File: src/hdl/adc_cal_cfg.svh
/*
 * Constants for the calibration reset sequencer: register map, field
 * positions, output pattern, pipeline depth and calibration timing.
 * Assumes it is included by bare name from every design file that needs it.
 */
`ifndef ADC_CAL_CFG_SVH
`define ADC_CAL_CFG_SVH

// Status register address and its fields.
`define CAL_STATUS_ADDR   8'hB6
`define CAL_DONE_BIT      0
`define STRAP_ILL_BIT     1
`define DIV2_MODE_BIT     2
`define CAL_STATUS_RST    8'h00

// Output word shown while calibration runs, and output width.
`define CAL_PATTERN       16'hCCCC
`define DATA_W            16
`define SAMPLE_W          12

// Conversion latency in sample clock cycles.
`define PIPE_LATENCY      20

// Clock rate and calibration times.
`define CLK_MHZ           200
`define CAL_NOM_MS        200
`define CAL_MAX_MS        550
`define CAL_NOM_CYC       (`CAL_NOM_MS * `CLK_MHZ * 1000)
`define CAL_MAX_CYC       (`CAL_MAX_MS * `CLK_MHZ * 1000)
`define CAL_CNT_W         27

// Divider strap codes as seen on the two strap sense inputs.
`define STRAP_TIED_LOW    2'h0
`define STRAP_FLOATING    2'h1
`define STRAP_TIED_HIGH   2'h2

`endif

File: src/hdl/adc_cal_pkg.sv
/*
 * Types and shared helpers for the calibration reset sequencer.
 * Assumes the constants header is available on the include path.
 */
package adc_cal_pkg;

    // Sequencer states.
    typedef enum logic [1:0] {
        ST_POR  = 2'b00,
        ST_HOLD = 2'b01,
        ST_CAL  = 2'b10,
        ST_RUN  = 2'b11
    } seq_state_t;

    // Clock divider selection.
    typedef enum logic {
        DIV_BY1 = 1'b0,
        DIV_BY2 = 1'b1
    } div_mode_t;

    // Detects a rising edge between two samples of a level.
    function automatic logic rise(input logic prev, input logic cur);
        rise = cur & ~prev;
    endfunction

    // Detects a falling edge between two samples of a level.
    function automatic logic fall(input logic prev, input logic cur);
        fall = prev & ~cur;
    endfunction

endpackage

File: src/hdl/cal_link_if.sv
/*
 * Interface between the sequencer and its calibration timer.
 * Assumes both ends sit on the same clock.
 */
`timescale 1ns/10ps

interface cal_link_if;
    logic start;  // One-cycle pulse that begins a calibration.
    logic abort;  // One-cycle pulse that cancels a running calibration.
    logic busy;   // High while calibration runs.
    logic done;   // One-cycle pulse when calibration finishes.

    // Sequencer side.
    modport seq (output start, output abort, input busy, input done);
    // Timer side.
    modport timer (input start, input abort, output busy, output done);
endinterface

File: src/hdl/cal_timer.sv
/*
 * Calibration timer: runs the core self-calibration interval.
 * Assumes start and abort come from logic on the same clock.
 */
`timescale 1ns/10ps
`include "adc_cal_cfg.svh"

module cal_timer
    import adc_cal_pkg::*;
#(
    parameter int NOM_CYC = `CAL_NOM_CYC,
    parameter int MAX_CYC = `CAL_MAX_CYC
) (
    // Clock and reset.
    input  wire logic     clk_in,
    input  wire logic     rst_n_in,
    // Sequencer link.
    cal_link_if.timer     link
);

    // The interval ends at the nominal time but never past the maximum.
    localparam int END_CYC = (NOM_CYC < MAX_CYC) ? NOM_CYC : MAX_CYC;
    localparam logic [`CAL_CNT_W-1:0] END_CNT = END_CYC[`CAL_CNT_W-1:0] - 1'b1;

    logic [`CAL_CNT_W-1:0] cnt_ff;   // Cycles elapsed in this calibration.
    logic                  busy_ff;  // Calibration running.
    logic                  done_ff;  // Completion pulse.

    // Counts the interval; abort wins over everything but reset and a start restarts.
    always_ff @(posedge clk_in) begin
        if (!rst_n_in) begin
            cnt_ff  <= '0;
            busy_ff <= 1'b0;
            done_ff <= 1'b0;
        end else if (link.abort) begin
            cnt_ff  <= '0;
            busy_ff <= 1'b0;
            done_ff <= 1'b0;
        end else if (link.start) begin
            cnt_ff  <= '0;
            busy_ff <= 1'b1;
            done_ff <= 1'b0;
        end else if (busy_ff && cnt_ff == END_CNT) begin
            cnt_ff  <= '0;
            busy_ff <= 1'b0;
            done_ff <= 1'b1;
        end else begin
            cnt_ff  <= busy_ff ? cnt_ff + 1'b1 : cnt_ff;
            done_ff <= 1'b0;
        end
    end

    assign link.busy = busy_ff;
    assign link.done = done_ff;

endmodule // cal_timer

File: src/hdl/sample_pipe.sv
/*
 * Conversion pipeline: delays each sample by the fixed latency.
 * Assumes tick marks one sample clock period of the cores.
 */
`timescale 1ns/10ps
`include "adc_cal_cfg.svh"

module sample_pipe
    import adc_cal_pkg::*;
(
    // Clock and reset.
    input  wire logic                 clk_in,
    input  wire logic                 rst_n_in,
    // Sample stream.
    input  wire logic                 tick_in,
    input  wire logic [`SAMPLE_W-1:0] sample_in,
    output logic      [`SAMPLE_W-1:0] sample_out
);

    // One stage per cycle of latency.
    logic [`SAMPLE_W-1:0] stage_ff [0:`PIPE_LATENCY-1];

    // Shifts the whole pipe by one stage on every sample tick.
    always_ff @(posedge clk_in) begin
        if (!rst_n_in) begin
            for (int i = 0; i < `PIPE_LATENCY; i++) begin
                stage_ff[i] <= '0;
            end
        end else if (tick_in) begin
            stage_ff[0] <= sample_in;
            for (int i = 1; i < `PIPE_LATENCY; i++) begin
                stage_ff[i] <= stage_ff[i-1];
            end
        end
    end

    assign sample_out = stage_ff[`PIPE_LATENCY-1];

endmodule // sample_pipe

File: src/hdl/adc_calibration_reset_seq.sv
/*
 * Start-up and user calibration sequencer of a two-core interleaved
 * converter: drives the open-drain recalibration line during supply-up,
 * runs the calibration timer, shapes data and output strobe, and answers
 * status reads.
 * Assumes the supply detector, strap sense and phase-slip pins are
 * asynchronous, and the register read port is driven on this clock.
 */
`timescale 1ns/10ps
`include "adc_cal_cfg.svh"

// Overview of operation
// - samples leave twenty-one sample cycles after entry
// - cores sampled on alternating sample edges
// - hold recal line low until supplies good
// - each recal rising edge starts calibration
// - status bit zero during calibration, one after
// - data shows CCCC pattern while calibrating
// - strobe pair low while recal line low
// - strobe resumes at first edge after release
// - calibration ends nominally, never past maximum
// - device pulls recal low; host may too
// - strap low divides two, float one, high illegal
// - divide-by-two mode allows edge-skip synchronisation
module adc_calibration_reset_seq
    import adc_cal_pkg::*;
#(
    parameter int CAL_NOM_CYC = `CAL_NOM_CYC,
    parameter int CAL_MAX_CYC = `CAL_MAX_CYC
) (
    // Clock and reset.
    input  wire logic                 CLK_IN,
    input  wire logic                 RST_N_IN,
    // Supply detector levels.
    input  wire logic                 ANALOG_SUPPLY_OK_IN,
    input  wire logic                 DIGITAL_SUPPLY_OK_IN,
    // Open-drain recalibration line.
    input  wire logic                 RECAL_REQUEST_N_IN,
    output logic                      RECAL_REQUEST_N_OUT,
    output logic                      RECAL_REQUEST_N_OE_OUT,
    // Divider strap sense and edge-skip request.
    input  wire logic [1:0]           DIVIDER_STRAP_IN,
    input  wire logic                 PHASE_SLIP_IN,
    // Core sampling.
    input  wire logic [`SAMPLE_W-1:0] SAMPLE_IN,
    output logic                      CORE_A_SAMPLE_OUT,
    output logic                      CORE_B_SAMPLE_OUT,
    // Output data, strobe pair and strap fault flag.
    output logic [`DATA_W-1:0]        DATA_OUT,
    output logic                      OUTPUT_STROBE_P_OUT,
    output logic                      OUTPUT_STROBE_N_OUT,
    output logic                      STRAP_ILLEGAL_OUT,
    // Register read port.
    input  wire logic                 REG_RD_IN,
    input  wire logic [7:0]           REG_ADDR_IN,
    output logic [7:0]                REG_RDATA_OUT,
    output logic                      REG_RVALID_OUT
);

    // Synchroniser stages for asynchronous pins.
    logic [1:0]           sup_a_sync_ff;   // Analog supply good.
    logic [1:0]           sup_d_sync_ff;   // Digital supply good.
    logic [1:0]           recal_sync_ff;   // Recalibration line level.
    logic [1:0]           slip_sync_ff;    // Edge-skip request.
    logic [1:0]           strap0_sync_ff;  // Strap sense bit 0.
    logic [1:0]           strap1_sync_ff;  // Strap sense bit 1.

    // Edge history of synchronised levels.
    logic                 recal_prev_ff;   // Previous recal level.
    logic                 slip_prev_ff;    // Previous edge-skip level.

    // Sequencer state.
    seq_state_t           state_ff;        // Current state.
    seq_state_t           nxt_state;       // Next state.
    logic                 cal_done_ff;     // Calibration finished flag.

    // Strap capture after reset release.
    logic                 strap_taken_ff;  // Strap already captured.
    div_mode_t            div_mode_ff;     // Selected divide ratio.
    logic                 strap_ill_ff;    // Strap tied high.

    // Sample timing.
    logic                 div_phase_ff;    // Divider phase in divide-by-two.
    logic                 tick;            // One sample period elapsed.
    logic                 core_sel_ff;     // Core that takes the next sample.

    // Derived levels.
    logic                 recal_level;     // Synchronised line level.
    logic                 recal_rise;      // Line released.
    logic                 slip_pulse;      // Edge-skip request edge.
    logic                 supplies_ok;     // Both supplies good.
    logic [`SAMPLE_W-1:0] pipe_dout;       // Delayed sample.
    logic [7:0]           status_word;     // Status register contents.

    // Link to the calibration timer.
    cal_link_if           cal_link ();

    // Two-stage synchronisers on every asynchronous pin.
    always_ff @(posedge CLK_IN) begin
        if (!RST_N_IN) begin
            sup_a_sync_ff  <= 2'h0;
            sup_d_sync_ff  <= 2'h0;
            recal_sync_ff  <= 2'h0;
            slip_sync_ff   <= 2'h0;
            strap0_sync_ff <= 2'h0;
            strap1_sync_ff <= 2'h0;
        end else begin
            sup_a_sync_ff  <= {sup_a_sync_ff[0], ANALOG_SUPPLY_OK_IN};
            sup_d_sync_ff  <= {sup_d_sync_ff[0], DIGITAL_SUPPLY_OK_IN};
            recal_sync_ff  <= {recal_sync_ff[0], RECAL_REQUEST_N_IN};
            slip_sync_ff   <= {slip_sync_ff[0], PHASE_SLIP_IN};
            strap0_sync_ff <= {strap0_sync_ff[0], DIVIDER_STRAP_IN[0]};
            strap1_sync_ff <= {strap1_sync_ff[0], DIVIDER_STRAP_IN[1]};
        end
    end

    // Only the second stages feed logic.
    assign recal_level = recal_sync_ff[1];
    assign supplies_ok = sup_a_sync_ff[1] & sup_d_sync_ff[1];
    assign recal_rise  = rise(recal_prev_ff, recal_level);
    assign slip_pulse  = rise(slip_prev_ff, slip_sync_ff[1]);

    // Edge history; reset as low so a line already high is seen as a release.
    always_ff @(posedge CLK_IN) begin
        if (!RST_N_IN) begin
            recal_prev_ff <= 1'b0;
            slip_prev_ff  <= 1'b0;
        end else begin
            recal_prev_ff <= recal_level;
            slip_prev_ff  <= slip_sync_ff[1];
        end
    end

    // Captures the strap once, after reset release and synchronisation.
    always_ff @(posedge CLK_IN) begin
        if (!RST_N_IN) begin
            strap_taken_ff <= 1'b0;
            div_mode_ff    <= DIV_BY1;
            strap_ill_ff   <= 1'b0;
        end else if (!strap_taken_ff && supplies_ok) begin
            strap_taken_ff <= 1'b1;
            // Tied low divides; floating passes; tied high is flagged.
            case ({strap1_sync_ff[1], strap0_sync_ff[1]})
                `STRAP_TIED_LOW: begin
                    div_mode_ff  <= DIV_BY2;
                    strap_ill_ff <= 1'b0;
                end
                `STRAP_FLOATING: begin
                    div_mode_ff  <= DIV_BY1;
                    strap_ill_ff <= 1'b0;
                end
                default: begin
                    div_mode_ff  <= DIV_BY1;
                    strap_ill_ff <= 1'b1;
                end
            endcase
        end
    end

    // Divider phase; in divide-by-two an edge-skip request holds the phase for one cycle.
    always_ff @(posedge CLK_IN) begin
        if (!RST_N_IN) begin
            div_phase_ff <= 1'b0;
        end else if (div_mode_ff == DIV_BY2 && slip_pulse) begin
            div_phase_ff <= div_phase_ff;
        end else begin
            div_phase_ff <= ~div_phase_ff;
        end
    end

    // One sample per clock undivided, one per two clocks divided.
    assign tick = (div_mode_ff == DIV_BY1) ? 1'b1 : div_phase_ff;

    // Alternates sampling between the two cores on each sample edge.
    always_ff @(posedge CLK_IN) begin
        if (!RST_N_IN) begin
            core_sel_ff       <= 1'b0;
            CORE_A_SAMPLE_OUT <= 1'b0;
            CORE_B_SAMPLE_OUT <= 1'b0;
        end else begin
            core_sel_ff       <= tick ? ~core_sel_ff : core_sel_ff;
            CORE_A_SAMPLE_OUT <= tick & ~core_sel_ff;
            CORE_B_SAMPLE_OUT <= tick & core_sel_ff;
        end
    end

    // Next state of the sequencer.
    always_comb begin
        nxt_state = state_ff;
        case (state_ff)
            // Line pulled low until supplies are good.
            ST_POR: begin
                if (supplies_ok) begin
                    nxt_state = ST_HOLD;
                end
            end
            // Waiting for the line to rise.
            ST_HOLD: begin
                if (recal_rise) begin
                    nxt_state = ST_CAL;
                end
            end
            // Calibration running; line low aborts it.
            ST_CAL: begin
                if (!recal_level) begin
                    nxt_state = ST_HOLD;
                end else if (cal_link.done) begin
                    nxt_state = ST_RUN;
                end
            end
            // Normal conversion; line low requests recalibration.
            ST_RUN: begin
                if (!recal_level) begin
                    nxt_state = ST_HOLD;
                end
            end
            default: begin
                nxt_state = ST_POR;
            end
        endcase
    end

    // State register.
    always_ff @(posedge CLK_IN) begin
        if (!RST_N_IN) begin
            state_ff <= ST_POR;
        end else begin
            state_ff <= nxt_state;
        end
    end

    // Timer requests follow the state decisions.
    assign cal_link.start = (state_ff == ST_HOLD) && recal_rise;
    assign cal_link.abort = (state_ff == ST_CAL) && cal_link.busy && !recal_level;

    // Device pulls the open-drain line low only during supply-up.
    always_ff @(posedge CLK_IN) begin
        if (!RST_N_IN) begin
            RECAL_REQUEST_N_OUT    <= 1'b0;
            RECAL_REQUEST_N_OE_OUT <= 1'b1;
        end else begin
            RECAL_REQUEST_N_OUT    <= 1'b0;
            RECAL_REQUEST_N_OE_OUT <= (nxt_state == ST_POR);
        end
    end

    // Done flag: set by completion, cleared by a low line; set wins.
    always_ff @(posedge CLK_IN) begin
        if (!RST_N_IN) begin
            cal_done_ff <= 1'b0;
        end else if (cal_link.done && state_ff == ST_CAL) begin
            cal_done_ff <= 1'b1;
        end else if (!recal_level || cal_link.start) begin
            cal_done_ff <= 1'b0;
        end
    end

    // Calibration timer.
    cal_timer #(
        .NOM_CYC (CAL_NOM_CYC),
        .MAX_CYC (CAL_MAX_CYC)
    ) u_cal_timer (
        .clk_in   (CLK_IN),
        .rst_n_in (RST_N_IN),
        .link     (cal_link.timer)
    );

    // Conversion latency pipeline.
    sample_pipe u_sample_pipe (
        .clk_in     (CLK_IN),
        .rst_n_in   (RST_N_IN),
        .tick_in    (tick),
        .sample_in  (SAMPLE_IN),
        .sample_out (pipe_dout)
    );

    // Output data: pattern until calibration has finished.
    always_ff @(posedge CLK_IN) begin
        if (!RST_N_IN) begin
            DATA_OUT <= `CAL_PATTERN;
        end else if (state_ff != ST_RUN) begin
            DATA_OUT <= `CAL_PATTERN;
        end else if (tick) begin
            DATA_OUT <= {{(`DATA_W - `SAMPLE_W){1'b0}}, pipe_dout};
        end
    end

    // Strobe pair: low while the line is low, toggling once it is released.
    always_ff @(posedge CLK_IN) begin
        if (!RST_N_IN) begin
            OUTPUT_STROBE_P_OUT <= 1'b0;
            OUTPUT_STROBE_N_OUT <= 1'b1;
        end else if (!recal_level) begin
            OUTPUT_STROBE_P_OUT <= 1'b0;
            OUTPUT_STROBE_N_OUT <= 1'b1;
        end else if (tick) begin
            OUTPUT_STROBE_P_OUT <= ~OUTPUT_STROBE_P_OUT;
            OUTPUT_STROBE_N_OUT <= OUTPUT_STROBE_P_OUT;
        end
    end

    // Strap fault flag, one cycle behind its register.
    always_ff @(posedge CLK_IN) begin
        if (!RST_N_IN) begin
            STRAP_ILLEGAL_OUT <= 1'b0;
        end else begin
            STRAP_ILLEGAL_OUT <= strap_ill_ff;
        end
    end

    // Status word; unused bits read as zero.
    always_comb begin
        status_word                 = `CAL_STATUS_RST;
        status_word[`CAL_DONE_BIT]  = cal_done_ff;
        status_word[`STRAP_ILL_BIT] = strap_ill_ff;
        status_word[`DIV2_MODE_BIT] = (div_mode_ff == DIV_BY2);
    end

    // Read port: answers one cycle after the request; unmapped reads zero.
    always_ff @(posedge CLK_IN) begin
        if (!RST_N_IN) begin
            REG_RDATA_OUT  <= 8'h00;
            REG_RVALID_OUT <= 1'b0;
        end else if (REG_RD_IN) begin
            REG_RDATA_OUT  <= (REG_ADDR_IN == `CAL_STATUS_ADDR) ? status_word : 8'h00;
            REG_RVALID_OUT <= 1'b1;
        end else begin
            REG_RDATA_OUT  <= REG_RDATA_OUT;
            REG_RVALID_OUT <= 1'b0;
        end
    end

endmodule // adc_calibration_reset_seq

File: config.mk
export PLATFORM = sky130hd
export DESIGN_NAME = adc_calibration_reset_seq
export DESIGN_NICKNAME = d
export VERILOG_FILES = /design/src/hdl/adc_cal_pkg.sv /design/src/hdl/cal_link_if.sv /design/src/hdl/cal_timer.sv /design/src/hdl/sample_pipe.sv /design/src/hdl/adc_calibration_reset_seq.sv
export VERILOG_INCLUDE_DIRS = /design/src /design/src/hdl
export SDC_FILE = /design/constraint.sdc
export NUM_CORES = 1
export LEC_CHECK = 0
export ABC_AREA = 1
export BUFFER_PORTS_ARGS = -buffer_cell sky130_fd_sc_hd__buf_2
export CORE_UTILIZATION = 41
export CTS_CLUSTER_SIZE = 20
export DETAILED_ROUTE_END_ITERATION = 7
export PLACE_DENSITY = 0.62
export SLEW_MARGIN = 20
export SYNTH_ARGS = -nofsm -noshare
export SYNTH_HDL_FRONTEND = slang
export SYNTH_SLANG_ARGS = --single-unit
File: constraint.sdc
create_clock -name CLK_IN -period 18.66 [get_ports CLK_IN]
set_input_delay 0.933 -clock CLK_IN [delete_from_list [all_inputs] [get_ports CLK_IN]]
set_output_delay 0.933 -clock CLK_IN [all_outputs]
set_load 0.02 [all_outputs]
# ---- After elaboration in Yosys (flattened, before gate mapping)
# Memory sizes are Yosys's and may differ from the RTL's. A register that Yosys moved wholly into a read port is not among the register bits.
# Index checks and enable logic that the tools add are counted.
# Widths: inputs -> output; s select.
dict set report word_totals {
  memories 1
  wordCells 128
  output_inout_bits 32
  ram_bits 240
  reg_bits 80
  rom_bits 0
  inputBits 29
  latch_bits 0
}
dict set report classes {
  div 0
  shift 0
  n_bitwise 31
  n_reduce_logical 21
  mul 0
  n_mux 40
  order_cmp 0
  n_addsub 1
  eq_ne 7
}
# memory words width rd rd_ports_with_merged_regs wr line_no
set memory_table {}
lappend memory_table {u_sample_pipe.stage_ff 20 12 20 1 20 sample_pipe.sv:21} ;# logic [`SAMPLE_W-1:0] stage_ff [0:`PIPE_LATENCY-1];
# operator count
set ops {}
lappend ops {{$mux 12} 20}
lappend ops {{$add 27x1->27 const B} 1}
lappend ops {{$eq 27x26->1 const B} 1}
lappend ops {{$or 1x1->1} 20}
lappend ops {{$mux 1} 13}
lappend ops {{$mux 2} 5}
lappend ops {{$eq 8x8->1 const B} 1}
lappend ops {{$pmux 2 s4} 1}
lappend ops {{$logic_and 1x1->1} 7}
lappend ops {{$logic_not 2->1} 3}
lappend ops {{$not 1->1} 6}
lappend ops {{$reduce_or 2->1} 3}
lappend ops {{$and 1x1->1} 5}
lappend ops {{$eq 2x1->1 const B} 2}
lappend ops {{$eq 2x2->1 const B} 2}
lappend ops {{$reduce_bool 2->1} 2}
lappend ops {{$reduce_or 4->1} 1}
lappend ops {{$mux 3} 1}
lappend ops {{$reduce_or 3->1} 1}
lappend ops {{$logic_not 1->1} 2}
lappend ops {{$ne 2x2->1 const B} 1}
lappend ops {{$reduce_and 2->1} 1}
lappend ops {{$logic_or 1x1->1} 1}

# ---- Depth between registers and ports, before layout
# Gate-level depths: netlist of run 1.
dict set report depth {
  depth_word 6
  depth_mapped 9
  depth_no_buf 9
}

# ---- Hierarchy
# A second synthesis of run 1 with hierarchy kept.
dict set report hier_totals {
  cells_unflattened 1240
  hier_area_um2 12648.4
}
# module n_inst seq_area_each_um2 cells_per_inst area_each_um2
set modules_own_cells {}
lappend modules_own_cells {sample_pipe 1 7206.9 761 9325.2}
lappend modules_own_cells {cal_timer 1 580.6 278 1674.1}
lappend modules_own_cells {adc_calibration_reset_seq 1 900.9 201 1649.1}

# ---- Worst setup path before layout of run 1
# OpenSTA, ideal clock, no wires.
dict set report synth_path {
  kind {input to register}
  from {in RST_N_IN}
  to {mem u_sample_pipe.stage_ff[0][0] in the netlist's numbering (enable)}
  t_required_ns 16.783
  setup_ns 1.877
  n_path_buf 1
  arrival_ns 5.020
  path_stages 2
  slack_ns 11.762
  cell_sequence {buf_2 > nand2_1}
}
# item line_no
set synth_rtl {}
lappend synth_rtl {{start: declaration} adc_calibration_reset_seq.sv:33} ;# input wire logic RST_N_IN,
lappend synth_rtl {{end: declaration} sample_pipe.sv:21}

==> metrics.txt, run 1 <==
Setup Skew=between 0.015 and 0.02 ns; global-route wire length before repair=29,400 um; WP data required=approximately 19 ns; CP Class=in2reg; #FFs+latches synth=314; Die ar.=0.0312 mm^2; nets=1,307; Core Area=0.0298 mm^2; Fmax=368 MHz; dominant cells by area after synthesis=edfxtp_1 (58%), dfxtp_1 (12%), inv_1 (9.0%); Slew Limit Fails=0; Die Span X=177 um; Syn Area/Cell=10.2 um^2; fraction of layout cells with a size suffix above 1=10.1%; clock buffer depth=3; relative slew slack=31.0%; Reg2Reg Launch Point=div_mode_ff; mapped cell area=0.0125 mm^2; Synth Area in Simple Gates=16.9%; CTS tree=done; RD Place Congestion=between 0.8 and 0.9; worst slew pin tran=approximately 1.0 ns; Yosys warning count=0; drt via density=4.25; Initial Utilization=between 40% and 50%; max incr delay on CP=0.72 ns; CP arrival=2.84 ns; Main synth FF type=edfxtp_1; largest family of logic cells by synthesized area=simple AND/OR/NAND/NOR gates; status=complete, no violations; Synth Area in Adders=less than 1%; worst slack, placed=about 15 ns; H-tree Lvls=2; final setup margin=15.94 ns; crit-path cells=buf_2 > buf_4 > nand2_4 > buf_12; final setup TNS=0 ns; final hold slack=0.409 ns; Post-CTS Hold Buffers=0; hold path start=slip_sync_ff[0]; final worst path period need=~2.7 ns; P per Cell Area=roughly 100 mW/mm^2; Crit. Startpoint=RST_N_IN; Worst VDD drop=about 0.06 mV; Max Cap Viol=0; CP Launch Type=primary input; CP max-delay cell=buf_12; Total GRT Usage=11.3%; pin count of the biggest net entering global routing=about 190; Post-synth EDFFs=240; RSZ-0062 raised after global routing=no; Final Hold Viols=0; post-synthesis sequential area ratio=69.6%; post-synthesis mux area share=less than 1%; via count=between 7,000 and 8,000; total congestion overflow=0; CTS root buf=clkbuf_16; proportion of synthesized flip-flops having asynchronous set or reset=0%; # rows=63; leakage power=5.87 nW; worst-path fanout max=190; Worst-path clk slew=0.06 ns; top cell type by total area after synthesis=edfxtp_1; CTS Buf Count=34; DRC viols=0; final WL=16,700 um; Layout area overhead=13.2%; Yosys cell types=32; initial antenna violation count=0; Yosys top cell area share=57.7%; setup violators final=0; xor/xnor share of the synthesized area=less than 1%; Fill cells=2,749; Final ANT Viol Nets=0; CP Capture Type=flip-flop; vias in the first global route=6,884; I/O pin cnt=61; height of the die=177 um; Starting DRT DRC Count=430; drt wl/cell=9.86 um; drt pass-1 iters=4; type of the most critical hold path=reg2reg; Syn Inst Count=1,222; CTS resizes=0; Antenna diodes=0; DP HPWL=9250 um; clk sink count=314; final worst path period share=14.6%; commonest cells in the netlist=inv_1 (301), nor2_1 (299), edfxtp_1 (240); post-synthesis compound-gate area fraction=1.12%; Worst-Skew Late Latency=about 0.51 ns; most common cell in the netlist=inv_1; Post-CTS Setup Repair Bufs=0; Port Buf Inserts=52
## per-stage QoR
step,std cells,utilization [%],power (W),cell area [um^2]
2_1_floorplan,1229,-,0.000798,12500
3_3_place_gp,1631,43.7,0.000802,13000
3_5_place_dp,1631,43.7,0.000802,13000
4_1_cts,1693,47.5,0.00147,14100
5_1_grt,1693,47.5,0.00150,14100
6_report,1693,47.5,0.00145,14100
## routing by layer
layer	part of all wire (%)	track usage [%]	vias to the layer above
li1	-	-	3804
met1	46	13.1	3248
met2	46	19.9	115
met3	5.3	3.08	35
met4	2.5	3.99	0
met5	0	0	-
## sequential cells by signal (all words and copies together) (netlist names), 2 cells and up
register	count
DATA_OUT	13
REG_RDATA_OUT	3
recal_sync_ff	2
slip_sync_ff	2
state_ff	2
strap0_sync_ff	2
strap1_sync_ff	2
sup_a_sync_ff	2
sup_d_sync_ff	2
u_cal_timer.cnt_ff	27
u_sample_pipe.stage_ff	240
## final cells by class
| class | instances | area (um^2) | area share (%) |
|---|---|---|---|
| Timing Repair Buffer | 56 | 303 | 2.14 |
| Tap cell | 390 | 488 | 3.45 |
| Clock inverter | 18 | 184 | 1.30 |
| Inverter | 304 | 1140 | 8.07 |
| Clock buffer | 44 | 930 | 6.57 |
| Multi-Input combinational cell | 567 | 2410 | 17.0 |
| Sequential cell | 314 | 8690 | 61.4 |
## power breakdown
part / internal (W) / leakage [nW] / switching, W / total, W
combinational: 0.00000773 / 1.78 / 0.0000197 / 0.0000275
clock: 0.000397 / 0.545 / 0.000263 / 0.000660
sequential: 0.000756 / 3.54 / 0.00000318 / 0.000759
total: 0.00116 / 5.87 / 0.000286 / 0.00145
## critical path, delay by kind of cell
family                 cells  cell delay, ns
AND/OR/NAND/NOR            1            0.56
buffers and inverters      3            1.08
## final timing paths
| path | slack (ns) | end | depth (start not counted) |
|---|---|---|---|
| worst max register to register | 16.12 | core_sel_ff | 7 |
| worst min register to register | 0.41 | slip_sync_ff[1] | 2 |
| worst min-delay path | 0.41 | slip_sync_ff[1] | 2 |
| worst max-delay path | 15.94 | u_sample_pipe.stage_ff[7][11] | 4 |
## cells in the final DEF (no fill, tap or decap), drive strengths merged
master and count:
nor2 316, inv 305, edfxtp 240, nand2 150, dfxtp 74, buf 56, clkbuf 44, nand3 42
a21oi 12, clkinv 12, o21ai 10, conb 8, nor3 6, xnor2 6, xor2 5, nand4 4
bufinv 3, o21a 2, o21bai 2, clkinvlp 2, and2 1, nor4 1, mux2i 1, ha 1
## cell families after synthesis
group / Yosys count
AND/OR/NAND/NOR: 520
buffers and inverters: 348
flip-flops: 314
AO/OA/AOI/OAI: 26
XOR/XNOR: 11
adder cells (fa/ha/maj): 1
other: 1
multiplexers: 1
Power figures use the tool's default switching activity.
==> run 2: changes to the inputs <==
--- a/config.mk
+++ b/config.mk
@@ -6,7 +6,7 @@
 export SDC_FILE = /design/constraint.sdc
 export NUM_CORES = 1
 export LEC_CHECK = 0
-export ABC_AREA = 1
+export ABC_AREA = 0
 export BUFFER_PORTS_ARGS = -buffer_cell sky130_fd_sc_hd__buf_2
 export CORE_UTILIZATION = 41
 export CTS_CLUSTER_SIZE = 20
==> constraint.sdc (replaced) <==
create_clock -name CLK_IN -period 2.8 [get_ports CLK_IN]
set_input_delay 0.14 -clock CLK_IN [delete_from_list [all_inputs] [get_ports CLK_IN]]
set_output_delay 0.14 -clock CLK_IN [all_outputs]
set_load 0.02 [all_outputs]
==> run 2 against run 1 <==
Register-to-register slack worse by 15 ns. Sequential cell count unchanged. Core utilization up 1.2 points. Power rose to 6.4 times the previous value. Critical path depth up 1. Sequential power rose to 6.7 times the previous value. Setup slack worse by 15 ns. Cell count down 22%. Sequential share of layout area up 2.0 points.
==> metrics.txt, run 2 <==
CP Launch Type=flip-flop; worst slew pin tran=0.653 ns (-0.382 ns); Starting DRT DRC Count=520 (+21%); Buf/Inv on CP=0 (-3); total congestion overflow=0 (unchanged); Post-CTS Hold Buffers=20 (+20); Core Area=0.0282 mm^2 (-5.5%); vias in the first global route=6,289 (-8.6%); final setup TNS=0 ns (unchanged); Multi-input gate area=0.00290 mm^2 (+20%); type of the most critical hold path=in2reg; #FFs+latches synth=314 (unchanged); fraction of layout cells with a size suffix above 1=12.6% (+2.5 points); sw frac=19.3% (-0.51 points); CP Class=reg2reg; Final ANT Viol Nets=0 (unchanged); CP Capture Type=flip-flop; crit-path cells=nand4bb_1 > nor4_1 > nand2_1 > o21bai_2 > nor2_1; post-synthesis sequential area ratio=73.1% (+3.6 points); Finished Cell Area=0.0137 mm^2 (-3.1%); Worst-Skew Late Latency=0.50 ns (about the same); drt wl/cell=13.3 um (+35%); max incr delay on CP=0.52 ns (-0.20 ns); DRC viols=0 (unchanged); Syn Area/Cell=13.7 um^2 (+34%); Layout area overhead=15.4%; commonest non-fill, non-tap cells in the layout=edfxtp_1 (240), and3_1 (220), dfxtp_1 (74), buf_2 (51), nand2_1 (48); drt via density=4.95 (+16%); H-tree Lvls=2 (unchanged); commonest cells in the netlist=edfxtp_1 (240), and3_1 (220), dfxtp_1 (74); Worst-path clk slew=0.05 ns (about the same); Post-CTS Setup Repair Bufs=0 (unchanged); Post-synth EDFFs=240 (unchanged); relative slew slack=56.3% (+25 points); Worst VDD drop=0.413 mV (+600%); final WL=17,600 um (+5.6%); Setup Skew=0.0138 ns (-0.00306 ns); leakage power=6.18 nW (+5.4%); proportion of synthesized flip-flops having asynchronous set or reset=0% (unchanged); Gate power share=2.0% (about the same); commonest non-fill, non-tap cell in the layout=edfxtp_1; top cell type by total area after synthesis=edfxtp_1; Power Internal=0.00749 W (+550%); Reg2Reg Launch Point=u_cal_timer.cnt_ff[10]; Total GRT Usage=12.2% (+0.91 points); Fill cells=2,429 (-12%); CTS tree=done; Yosys top cell area share=60.7% (+3.0 points); Yosys cell types=54 (+69%); most common cell in the netlist=edfxtp_1; final worst path period share=approximately 69%; I/O pin cnt=61 (unchanged); clk sink count=314 (unchanged); CP top delay family=simple AND/OR/NAND/NOR gates; CTS Buf Count=34 (unchanged); WP data required=3.16 ns (-15.62 ns); Die ar.=0.0297 mm^2 (-4.9%); Slew Limit Fails=0 (unchanged); worst-path fanout max=12 (-94%); status=complete, no violations; Final Hold Viols=0 (unchanged); CP max-delay cell=o21bai_2; nets=952 (-27%); Max Cap Viol=0 (unchanged); Crit. Startpoint=u_cal_timer.cnt_ff[10]; Net Switching=0.00179 W (+520%); Reg power frac=54.5% (+2.0 points); Largest register FFs=240 (unchanged); global-route wire length before repair=29,600 um (+0.75%); CTS resizes=0 (unchanged); initial antenna violation count=0 (unchanged); final worst path period need=1.93 ns; Port Buf Inserts=52 (unchanged); pin count of the biggest net entering global routing=178 (-6.8%); Fmax=between 500 and 600 MHz; dominant cells by area after synthesis=edfxtp_1 (61%), dfxtp_1 (12%), and3_1 (12%); via count=6,549 (-9.1%); Biggest register=u_sample_pipe.stage_ff; Initial Utilization=42.2% (+0.25 points); biggest registers after layout=u_sample_pipe.stage_ff: 240 flops, u_cal_timer.cnt_ff: 27 flops, DATA_OUT: 13 flops; Syn Inst Count=865 (-29%); Main synth FF type=edfxtp_1; # rows=61 (-3.2%); mapped cell area=0.0119 mm^2 (-4.9%); register area=0.00869 mm^2 (unchanged); Die Span X=172 um (-2.5%); CTS root buf=clkbuf_16; placed cell areas=0.0125 mm^2 (-4.1%); drt pass-1 iters=4 (unchanged); RD Place Congestion=0.824 (-4.0%); Clock power frac=43.5% (-2.1 points); P per Cell Area=677 mW/mm^2 (+560%); DP HPWL=8950 um (-3.2%); hold path start=REG_ADDR_IN[7]; RSZ-0062 raised after global routing=no; Antenna diodes=0 (unchanged); CP arrival=2.29 ns (-0.55 ns); setup violators final=0 (unchanged); clock buffer depth=3 (unchanged); height of the die=172 um (-2.5%); Yosys warning count=0 (unchanged)
-- run 2: kinds of logic (layout without fill, tap and decap cells) --
| family | count (synthesis) | count (layout) | share of synthesized area (%) |
|---|---|---|---|
| buf+inv | 78 | 151 | 2.83 |
| flops | 314 | 314 | 73.1 |
| xor+xnor | 21 | 21 | 1.55 |
| fa+ha+maj | 1 | 1 | 0.105 |
| compound gates | 38 | 38 | 1.94 |
| simple gates | 411 | 411 | 20.3 |
| other cells | 1 | 8 | 0.0316 |
| mux | 1 | 1 | 0.0948 |
-- run 2: area by class of cell --
cell class / count / area share (%)
sequential: 314 / 63.4
multi-input combinational: 480 / 21.2
clock buffer: 44 / 6.64
timing repair buffer: 84 / 4.43
tap: 378 / 3.45
clock inverter: 15 / 0.667
inverter: 8 / 0.219
-- run 2: worst register-to-register path: cells and delay by family (launching register included) --
family / cells / cell delay (ns)
simple gates: 4 / 0.91
compound gates: 1 / 0.52
flops: 1 / 0.37
-- run 2: path summary, 6_finish.rpt --
| kind | to | slack (ns) | depth (start not counted) |
|---|---|---|---|
| max | u_cal_timer.cnt_ff[21] | 0.87 | 5 |
| min | REG_RDATA_OUT[2] | 0.08 | 5 |
| max reg2reg | u_cal_timer.cnt_ff[21] | 0.87 | 5 |
| min reg2reg | recal_sync_ff[1] | 0.43 | 1 |
-- run 2: power groups by stage --
stage                     combinational, W  sequential, W  clock, W
after CTS                         0.000185        0.00506   0.00417
final                             0.000182        0.00506   0.00404
after global placement            0.000161        0.00515         0
after global routing              0.000206        0.00506   0.00434
after detailed placement          0.000162        0.00516         0
after floorplan                   0.000118        0.00515         0
-- run 2: layer usage --
layer	share of wire, %	vias to the layer above	global-route usage [%]	wire, um
met1	48	3156	16.1	8480
met4	1.9	0	3.77	331
li1	-	3260	-	-
met2	46	101	20.0	8170
met5	0	-	0	0
met3	3.7	32	2.68	655
-- run 2: metrics by stage --
stage               instances  worst slack, ns  power, W  hold WS (ns)  utilization, %
floorplan                 872            0.336   0.00527         0.262               -
global placement         1244            0.921   0.00531         0.353            44.4
detailed placement       1244            0.855   0.00532         0.349            44.4
CTS                      1323            0.850   0.00941        0.0644            48.7
global route             1323            0.538   0.00961         0.109            48.7
finish                   1323            0.872   0.00928        0.0805            48.7
